==> config.mk <==
export PLATFORM = sky130hd
export DESIGN_NAME = oau_top
export DESIGN_NICKNAME = d
export VERILOG_FILES = /design/src/logic/oau_pkg.sv /design/src/logic/oau_top.sv
export SDC_FILE = /design/constraint.sdc
export NUM_CORES = 1
export LEC_CHECK = 0
export ABC_CLOCK_PERIOD_IN_PS = 1400
export BUFFER_PORTS_ARGS = -buffer_cell sky130_fd_sc_hd__buf_2
export CORE_MARGIN = 2
export CORE_UTILIZATION = 37
export DETAILED_ROUTE_END_ITERATION = 8
export PLACE_DENSITY = 0.72
export SLEW_MARGIN = 20
export SYNTH_ARGS = -nofsm -noshare
export SYNTH_HDL_FRONTEND = slang
export SYNTH_SLANG_ARGS = --single-unit
export TNS_END_PERCENT = 10
==> constraint.sdc <==
create_clock -name clock -period 1.4 [get_ports clock]
set_clock_uncertainty 0.05 [all_clocks]
set_input_delay 0.14 -clock clock [delete_from_list [all_inputs] [get_ports clock]]
set_output_delay 0.14 -clock clock [all_outputs]
set_load 0.05 [all_outputs]
==> src/logic/oau_pkg.sv <==
`default_nettype none
package oau_pkg;

    localparam int unsigned DATA_W = 32;
    localparam int unsigned NUM_DRV = 6;

    // Printed offsets are register indices; byte address is four times that
    localparam logic [15:0] CTRL_INDEX = 16'h14DC;
    localparam logic [15:0] STAT_INDEX = 16'h14DD;
    localparam logic [17:0] CTRL_ADDR = {CTRL_INDEX, 2'b00};
    localparam logic [17:0] STAT_ADDR = {STAT_INDEX, 2'b00};

    localparam logic [7:0] CTRL_RESET = 8'h00;
    localparam int unsigned MASK_LSB = 2;
    localparam int unsigned MASK_MSB = 7;
    localparam int unsigned MODE_LSB = 0;
    localparam int unsigned MODE_MSB = 1;
    localparam int unsigned STAT_COND_BIT = 6;
    localparam int unsigned STAT_HITLESS_BIT = 7;

    typedef enum logic [1:0] {
        OAU_MODE_OFF = 2'b00,
        OAU_MODE_PROFILE = 2'b01,
        OAU_MODE_PHASE = 2'b10,
        OAU_MODE_FREQ = 2'b11
    } oau_mode_t;

    typedef struct packed {
        logic [NUM_DRV-1:0] mask;
        oau_mode_t mode;
    } oau_ctrl_t;

    typedef struct packed {
        logic hitless_mode;
        logic profile_active;
        logic phase_lock_detect;
        logic frequency_lock_detect;
    } oau_loop_status_t;

endpackage

`default_nettype wire

==> src/logic/oau_top.sv <==
`timescale 1ns/1ns
`default_nettype none

module oau_top #(
    parameter int unsigned ADDR_W = 18
) (
    input wire logic clock,
    input wire logic rst_n,
    input wire logic [ADDR_W-1:0] avs_address,
    input wire logic avs_read,
    input wire logic avs_write,
    input wire logic [3:0] avs_byteenable,
    input wire logic [oau_pkg::DATA_W-1:0] avs_writedata,
    output logic [oau_pkg::DATA_W-1:0] avs_readdata,
    output logic avs_waitrequest,
    input wire oau_pkg::oau_loop_status_t digital_loop_ch_one,
    output logic [oau_pkg::NUM_DRV-1:0] drv_unmute
);
    import oau_pkg::*;

    initial begin
        if (ADDR_W < 18) begin
            $error("oau_top: ADDR_W must reach the control register byte address");
        end
        if (NUM_DRV != MASK_MSB - MASK_LSB + 1) begin
            $error("oau_top: NUM_DRV must match the mask field width");
        end
        if (STAT_COND_BIT < NUM_DRV || STAT_HITLESS_BIT < NUM_DRV) begin
            $error("oau_top: status flags overlap the driver bits");
        end
        if (DATA_W < 8) begin
            $error("oau_top: DATA_W must hold the 8-bit registers");
        end
    end

    // Driver order in drv_unmute, index 5 down to 0:
    // drv_ch_one_c_negative, drv_ch_one_c_positive, drv_ch_one_b_negative,
    // drv_ch_one_b_positive, drv_ch_one_a_negative, drv_ch_one_a_positive

    function automatic logic addr_hit(input logic [ADDR_W-1:0] a, input logic [17:0] target);
        addr_hit = (a == ADDR_W'(target));
    endfunction

    function automatic logic [7:0] ctrl_pack(input oau_ctrl_t c);
        ctrl_pack = {c.mask, c.mode};
    endfunction

    function automatic logic mode_condition(input oau_mode_t m, input oau_loop_status_t s);
        unique case (m)
            OAU_MODE_OFF: mode_condition = 1'b1;
            OAU_MODE_PROFILE: mode_condition = s.profile_active;
            OAU_MODE_PHASE: mode_condition = s.phase_lock_detect & s.hitless_mode;
            OAU_MODE_FREQ: mode_condition = s.frequency_lock_detect & s.hitless_mode;
        endcase
    endfunction

    // Bus slave: every access waits exactly one cycle
    logic ack_reg;
    logic ack_next;
    logic [DATA_W-1:0] rdata_reg;
    logic [DATA_W-1:0] rdata_next;
    logic req;
    logic hit_ctrl;
    logic hit_stat;
    logic wr_ctrl;

    // Control and unmute state
    oau_ctrl_t ctrl_reg;
    oau_ctrl_t ctrl_next;
    logic [NUM_DRV-1:0] latch_reg;
    logic [NUM_DRV-1:0] latch_next;
    logic [NUM_DRV-1:0] unmute_reg;
    logic [NUM_DRV-1:0] unmute_next;
    logic cond;
    // Condition under the mode being written, used to re-arm the latch
    logic cond_new;

    assign req = avs_read | avs_write;
    assign hit_ctrl = addr_hit(avs_address, CTRL_ADDR);
    assign hit_stat = addr_hit(avs_address, STAT_ADDR);
    assign avs_waitrequest = req & ~ack_reg;
    assign avs_readdata = rdata_reg;
    assign wr_ctrl = avs_write & ack_reg & hit_ctrl & avs_byteenable[0];

    always_comb begin
        ack_next = req & ~ack_reg;
        rdata_next = rdata_reg;
        if (avs_read & ~ack_reg) begin
            // Unmapped addresses read as zero
            rdata_next = '0;
            if (hit_ctrl) begin
                rdata_next[7:0] = ctrl_pack(ctrl_reg);
            end else if (hit_stat) begin
                rdata_next[NUM_DRV-1:0] = unmute_reg;
                rdata_next[STAT_COND_BIT] = cond;
                rdata_next[STAT_HITLESS_BIT] = digital_loop_ch_one.hitless_mode;
            end
        end
    end

    always_ff @(posedge clock or negedge rst_n) begin
        if (!rst_n) begin
            ack_reg <= 1'b0;
            rdata_reg <= '0;
        end else begin
            ack_reg <= ack_next;
            rdata_reg <= rdata_next;
        end
    end

    // Write takes effect at the edge where waitrequest is low
    always_comb begin
        ctrl_next = ctrl_reg;
        if (wr_ctrl) begin
            ctrl_next.mask = avs_writedata[MASK_MSB:MASK_LSB];
            ctrl_next.mode = oau_mode_t'(avs_writedata[MODE_MSB:MODE_LSB]);
        end
    end

    always_ff @(posedge clock or negedge rst_n) begin
        if (!rst_n) begin
            ctrl_reg <= oau_ctrl_t'(CTRL_RESET);
        end else begin
            ctrl_reg <= ctrl_next;
        end
    end

    assign cond = mode_condition(ctrl_reg.mode, digital_loop_ch_one);
    assign cond_new = mode_condition(ctrl_next.mode, digital_loop_ch_one);

    // Once the selected point is reached the drivers stay unmuted, so a
    // lock that later drops does not chop the clock; a control write re-arms
    // under the mode it stores, so the old mode's condition cannot leak through.
    always_comb begin
        if (wr_ctrl) begin
            latch_next = {NUM_DRV{cond_new}};
        end else begin
            latch_next = latch_reg | {NUM_DRV{cond}};
        end
        unmute_next = ctrl_reg.mask | latch_next;
    end

    always_ff @(posedge clock or negedge rst_n) begin
        if (!rst_n) begin
            latch_reg <= '0;
            unmute_reg <= '0;
        end else begin
            latch_reg <= latch_next;
            unmute_reg <= unmute_next;
        end
    end

    assign drv_unmute = unmute_reg;
endmodule

`default_nettype wire
After elaboration in Yosys (flattened, before gate mapping)
Cells that the tools add are included.
Cells by class
  equality and inequality tests: 8
  multiplexer cells: 6
  bitwise operators: 11
  reduce and logical (&&, ||, !) cells: 2
Operators with widths (count)
  $eq 18x15->1 const B: 2
  $mux 8: 2
  $or 6x6->6: 2
  $eq 2x2->1 const B: 4
  $pmux 1 s4: 2
  $and 1x1->1: 7
  $mux 6: 1
  $eq 2x1->1 const B: 2
  $logic_not 2->1: 2
  $mux 2: 1
  $not 1->1: 1
  $or 1x1->1: 1
Storage, ports and cells
  bits in registers: 29
  bits of input ports: 62
  logic and storage cells: 33

Longest topological paths before layout
Gate-level depths: netlist (run 1).
  depth after elaboration: 8
  gate-level depth with buffers: 6
  mapped depth without buffers: 4

Worst setup path after synthesis (run 1)
OpenSTA, ideal clock, no wires.
  path type: in2reg
  from: input avs_address[1]
  to: register unmute_reg[0] (netlist: drv_unmute[0])
  arrival time: 1.548 ns
  required time: 1.232 ns
  path slack: -0.316 ns
  stages: 5
  cell sequence: or4b_4 > nor4_4 > nand3_2 > buf_6 > a21o_1
On the way
  cells in the longest elaborated chain, start to end: 8
RTL lines
  from (decl): line oau_top.sv:9  | input wire logic [ADDR_W-1:0] avs_address,
  $eq 18x15->1 *: line oau_top.sv:41  | addr_hit = (a == ADDR_W'(target));
  $and 1x1->1 * (2 in series): line oau_top.sv:83  | assign wr_ctrl = avs_write & ack_reg & hit_ctrl & avs_byteenable[0];
  $mux 2: line oau_top.sv:114  | if (wr_ctrl) begin
  $eq 2x2->1, or another cell as far along: line oau_top.sv:49  | unique case (m)
  $pmux 1 s4: line oau_top.sv:49
  $mux 6 *: line oau_top.sv:135  | if (wr_ctrl) begin
  $or 6x6->6 *: line oau_top.sv:140  | unmute_next = ctrl_reg.mask | latch_next;
  net unmute_next[0]: line oau_top.sv:73  | logic [NUM_DRV-1:0] unmute_next;
  to (signal assigned): line oau_top.sv:149  | unmute_reg <= unmute_next;
  to (decl): line oau_top.sv:72  | logic [NUM_DRV-1:0] unmute_reg;
The timed path passes the listed nets; every way through them passes the cells marked *.
A chain may end at the register's enable or synchronous reset.

Final worst setup path (run 1)
  from: input avs_address[11]
  to: register unmute_reg[4] (netlist: drv_unmute[4])
The elaborated chain is that of the path after synthesis.

==> out/metrics.cfg, run 1 <==
[setup_path]
crit_required_ns=1.51
crit_fanout=12
cp.arrival_ns=1.56
crit_path_start_kind=input port
path_class=input port to flip-flop
setup.worst_path.end_class=flip-flop

[drt]
wirelength_mm=2.914
drt_iter0_drc=9
firstDrtPassIters=3
via_count=1114
ant_nets=0
wl_per_cell_um=11.80
drc=0
vias_per_cell=4.510

[logic_synthesis]
synthDistinctLibCells=27
yosysTopAreaCell=dfrtp_1
ys_ff_latch=29
yosysWarnings=0
synth_top_area_share_pct=48.09
avgSynthCellArea_sq_um=11.35
synth_cells=133
yosysSeqAreaShare_pct=48.09
ys_top_cells_by_area=dfrtp_1, buf_4, mux2i_1, mux2_2, a211o_2
syn_area_sq_mm=0.001509

[clock_network]
cts-root-buf=clkbuf_8
cts_buffer_depth=2
clk_pin_slew_ns=0.06
htree_levels=2
clk_latency_ns=0.27
cts_buffers=5
clock-sinks=29
cts_tree=built

[floorplanning]
initial_core_util_pct=38.00
fp.dieH_um=67.86
ios=101
num_rows=23
core_sq_mm=0.003971
die_width_um=67.86
dieArea_sq_mm=0.004605

[grt]
grt_first_pass_wirelength_mm=4.761
antenna_found_initial=0
grt_pass1_vias=1044
grt_max_degree=30
track_usage_pct=14.17
grt_overflow=0

[placement]
dp_cells=237
portBuffers=49
post-place-ws_ns=-0.3790
place.gp.congestion=0.7553
placed_area_sq_mm=0.001782
place_hpwl_mm=2.230

[layout]
final_common_cell=buf_2
syn_to_final_growth_pct=28.77
layout_common_cells=buf_2, dfrtp_1, conb_1
fin_cells=247
drive_gt1_share_pct=46.19
stdcell_area_sq_mm=0.001943
nNetsFinal=258
antenna_cells=0

[sta]
relSlewSlack_pct=57.99
min_period_ns=1.450
hold_viol=0
tightest_slew_ns=0.6302
max_freq_mhz=689.5
hold_ws_ns=0.04867
setup-tns-final_ns=-0.4115
setup_viol=12
worst_slack_ns=-0.05034
post-route-period-util_pct=103.6
rsz0062_at_grt=true
slew_violations=0

[pwr]
p_per_area_mw_per_mm2=961.7
p_leak_nw=0.9434
peakVddDrop_uv=542.8

[status]
violations=setup timing
status=finished with violations

[run]
max_cap_viol_count=0

[hold_path]
min-delay-path-class=input port to flip-flop

==> power by group <==
group,switching [W],internal (W)
Sequential,0.00000163,0.000842
Combinational,0.000225,0.0000741
Clock,0.000284,0.000443
Total,0.000510,0.00136
==> routing by layer <==
layer / track usage [%] / vias up / part of all wire, %
met3: 3.125 / 6 / 5.7
met2: 23.90 / 41 / 49
met5: 0 / - / 0
met4: 5.750 / 0 / 1.3
met1: 17.66 / 527 / 44
li1: - / 540 / -
==> per-stage QoR <==
| stage | utilization (%) | total power (W) |
|---|---|---|
| 3_5_place_dp | 44.86 | 0.001147 |
| 4_1_cts | 48.71 | 0.001886 |
| 2_1_floorplan | - | 0.001111 |
| 6_report | 48.93 | 0.001869 |
| 5_1_grt | 48.93 | 0.001944 |
| 3_3_place_gp | 44.86 | 0.001146 |
==> final cells by class <==
cell class | count | area (sq um)
repair buffers | 60 | 346.6
flip-flops and latches | 29 | 725.7
clock buffers | 7 | 96.34
fillers | 388 | 2028
multi-input cells | 99 | 703.2
well taps | 50 | 62.56
inverters | 1 | 3.754
clock inverters | 1 | 5.005
==> final timing paths <==
check,from,to,slack (ns),cells after the start
worst max register to register,ack_reg$_DFF_PN0_,drv_unmute[4]$_DFF_PN0_,-0.05,5
worst max-delay path,avs_address[11],drv_unmute[4]$_DFF_PN0_,-0.05,6
min in group asynchronous,rst_n,drv_unmute[3]$_DFF_PN0_,0.38,2
max in group asynchronous,rst_n,drv_unmute[2]$_DFF_PN0_,0.51,2
worst min-delay path,avs_writedata[3],ctrl_reg[3]$_DFFE_PN0P_,0.05,2
worst min register to register,ctrl_reg[7]$_DFFE_PN0P_,drv_unmute[5]$_DFF_PN0_,0.42,1
==> kinds of logic after synthesis <==
| logic type | count (synthesis) | synth area share, % |
|---|---|---|
| compound gates | 24 | 11.44 |
| other cells | 1 | 0.2485 |
| flops | 29 | 48.09 |
| buf+inv | 28 | 13.43 |
| mux | 18 | 12.60 |
| simple gates | 33 | 14.18 |
==> cell usage after synthesis <==
cell type,n
nand3b_1,1
a21o_2,1
a211o_2,6
a22o_1,1
buf_4,24
inv_1,1
nand4b_1,2
buf_6,1
nor4_1,1
nor3_2,1
conb_1,1
and2_1,5
mux2i_1,10
or4_1,1
a22oi_1,1
clkbuf_1,2
nand2b_1,3
mux2_2,8
nor4_4,1
and2_2,1
a21o_1,5
nand2_1,10
o21ai_0,10
nand3_2,2
or4b_4,1
nor2_1,4
dfrtp_1,29
==> critical path, cell delays in order <==
cell     delay (ns)
buf_2          0.10
or4_4          0.53
buf_4          0.16
nor3_4         0.22
nand3_4        0.17
a21o_2         0.24
==> what timing repair did <==
| item | CTS | global route |
|---|---|---|
| setup endpoints to repair | 21 | 29 |
| gates cloned | 0 | 0 |
| hold buffers | 1 | 0 |
| resized for setup | 6 | 12 |
| endpoints found under the hold margin | 29 | 0 |
| pin swaps | 1 | 4 |
| buffers inserted | 1 | 0 |
Note: power is estimated with default switching activity, not from simulation.
==> run 2: changes to the inputs <==
--- a/config.mk
+++ b/config.mk
@@ -5,7 +5,6 @@
 export SDC_FILE = /design/constraint.sdc
 export NUM_CORES = 1
 export LEC_CHECK = 0
-export ABC_CLOCK_PERIOD_IN_PS = 1400
 export BUFFER_PORTS_ARGS = -buffer_cell sky130_fd_sc_hd__buf_2
 export CORE_MARGIN = 2
 export CORE_UTILIZATION = 37
==> constraint.sdc (replaced) <==
create_clock -name clock -period 1.4 [get_ports clock]
set_clock_uncertainty 0.05 [all_clocks]
set_input_delay 0.28 -clock clock [delete_from_list [all_inputs] [get_ports clock]]
set_output_delay 0.28 -clock clock [all_outputs]
set_load 0.05 [all_outputs]
==> run 2 against run 1 <==
Compared with the run above:
- the run still ends with setup timing left
- total power fell by 2.3%
- critical path depth did not move
- die area did not move
- design area rose by 1.2%
- sequential power barely moved
- sequential share of layout area fell by 0.45 points
- hold slack improved by 0.14 ns
- setup slack got worse by 0.12 ns
- core utilization rose by 0.60 points
- critical path type unchanged
==> out/metrics.cfg, run 2 (synthesis gave the netlist of run 1 again) <==
[setup_path]
path_cells=buf_2, or4_4, buf_4, nor3_4, nand3_4, a21o_2
setup.worst_path.end_class=flip-flop
critPathBufInv=2
path_delay_family=simple AND/OR/NAND/NOR gates
r2r_slack_ns=-0.08
crit-reg2reg-launch=ctrl_reg[1]$_DFF_PN0_
crit_path_max_incr_delay_ns=0.54
cp.arrival_ns=1.69
reg2reg_to=drv_unmute[3]$_DFF_PN0_
crit_fanout=12
reg2regPathDepth=4
crit_required_ns=1.52
path_class=input port to flip-flop
slowest_stage=or4_4
crit_path_start_kind=input port
cp_num_cells=6

[sta]
slew_violations=0
min_period_ns=1.575
worst_slack_ns=-0.1751
setup_viol=28
hold_ws_ns=0.1867
hold_viol=0
setup-tns-final_ns=-3.346
post-route-period-util_pct=112.5
rsz0062_at_grt=true
max_freq_mhz=634.9

[drt]
top_layer=met4
via_count=1144
drt_iter0_drc=36
m1WireLength_mm=1.277
firstDrtPassIters=4
wirelength_mm=3.017
drc=0
wl_per_cell_um=12.12
vias_per_cell=4.594
ant_nets=0
met2_length_mm=1.473
dr_wl_met3_um=211

[placement]
place.gp.congestion=0.7570
place_hpwl_mm=2.278
portBuffers=49
post-place-ws_ns=-0.4999

[clock_network]
cts-root-buf=clkbuf_8
clk_latency_ns=0.28
clock-sinks=29
htree_levels=2
cts_buffers=5
cts_buffer_depth=2
clk_pin_slew_ns=0.05
cts_tree=built

[grt]
grt_first_pass_wirelength_mm=4.864
antenna_found_initial=0
grt_max_degree=30
track_usage_pct=14.59
grt_pass1_vias=1063
grt_overflow=0

[floorplanning]
die_width_um=67.86
dieArea_sq_mm=0.004605
num_rows=23
fp.dieH_um=67.86
initial_core_util_pct=38.00
ios=101
core_sq_mm=0.003971

[status]
violations=setup timing
status=finished with violations

[hold_path]
hold_depth=2
min_to=ctrl_reg[6]$_DFFE_PN0P_
min-delay-path-class=input port to flip-flop
hold_start=avs_writedata[6]

[layout]
nNetsFinal=261
drive_gt1_share_pct=46.73
layout_common_cells=buf_2, dfrtp_1, conb_1
antenna_cells=0
syn_to_final_growth_pct=30.35
final_common_cell=buf_2

[pwr]
p_leak_nw=0.9608
p_per_area_mw_per_mm2=928.0
peakVddDrop_uv=542.4

[run]
max_cap_viol_count=0

## run 2: worst max-delay path by stage
| stage | startpoint | to |
|---|---|---|
| after detailed placement | avs_address[11] | drv_unmute[4]$_DFF_PN0_ |
| after global placement | avs_address[11] | drv_unmute[4]$_DFF_PN0_ |
| after global routing | avs_address[17] | drv_unmute[4]$_DFF_PN0_ |
| after CTS | avs_address[11] | ctrl_reg[5]$_DFFE_PN0P_ |
| final | avs_address[17] | drv_unmute[4]$_DFF_PN0_ |
| after floorplan | avs_address[11] | ctrl_reg[0]$_DFF_PN0_ |
## run 2: cell type report
cell class                 count  area (sq um)
fill                         373          2004
tap                           50         62.56
multi-input combinational     99         719.4
clock buffer                   7         86.33
sequential                    29         725.7
inverter                       1         3.754
timing repair buffer          63         369.1
## run 2: what timing repair did
item	4_1_cts	5_1_grt
buffers inserted	2	0
endpoints found under the hold margin	29	0
pin swaps	5	3
gates resized for setup	16	3
hold buffers	1	0
setup endpoints to repair	29	29
## run 2: through the flow
step | cells | power [W] | instance area, sq um | utilization [%]
2_1_floorplan | 156 | 0.001111 | 1605 | -
3_3_place_gp | 239 | 0.001151 | 1797 | 45.24
3_5_place_dp | 239 | 0.001152 | 1797 | 45.24
4_1_cts | 249 | 0.001837 | 1948 | 49.05
5_1_grt | 249 | 0.001904 | 1967 | 49.53
6_report | 249 | 0.001825 | 1967 | 49.53
## run 2: report_power, final
part           switching, W  internal (W)
Combinational      0.000230     0.0000815
Sequential       0.00000181      0.000842
Clock              0.000282      0.000388
Total              0.000513       0.00131
## run 2: worst register-to-register path, cell delays in order (launching register included)
cell and delay [ns]:
dfrtp_1 0.41, mux2i_1 0.23, a22oi_2 0.15, a211o_2 0.35
a21o_1 0.18
## run 2: routing by layer
metal	GRT usage, %	vias to the layer above
met5	0	-
met4	6.750	0
met3	5.099	7
met2	24.75	44
met1	16.47	545
li1	-	548
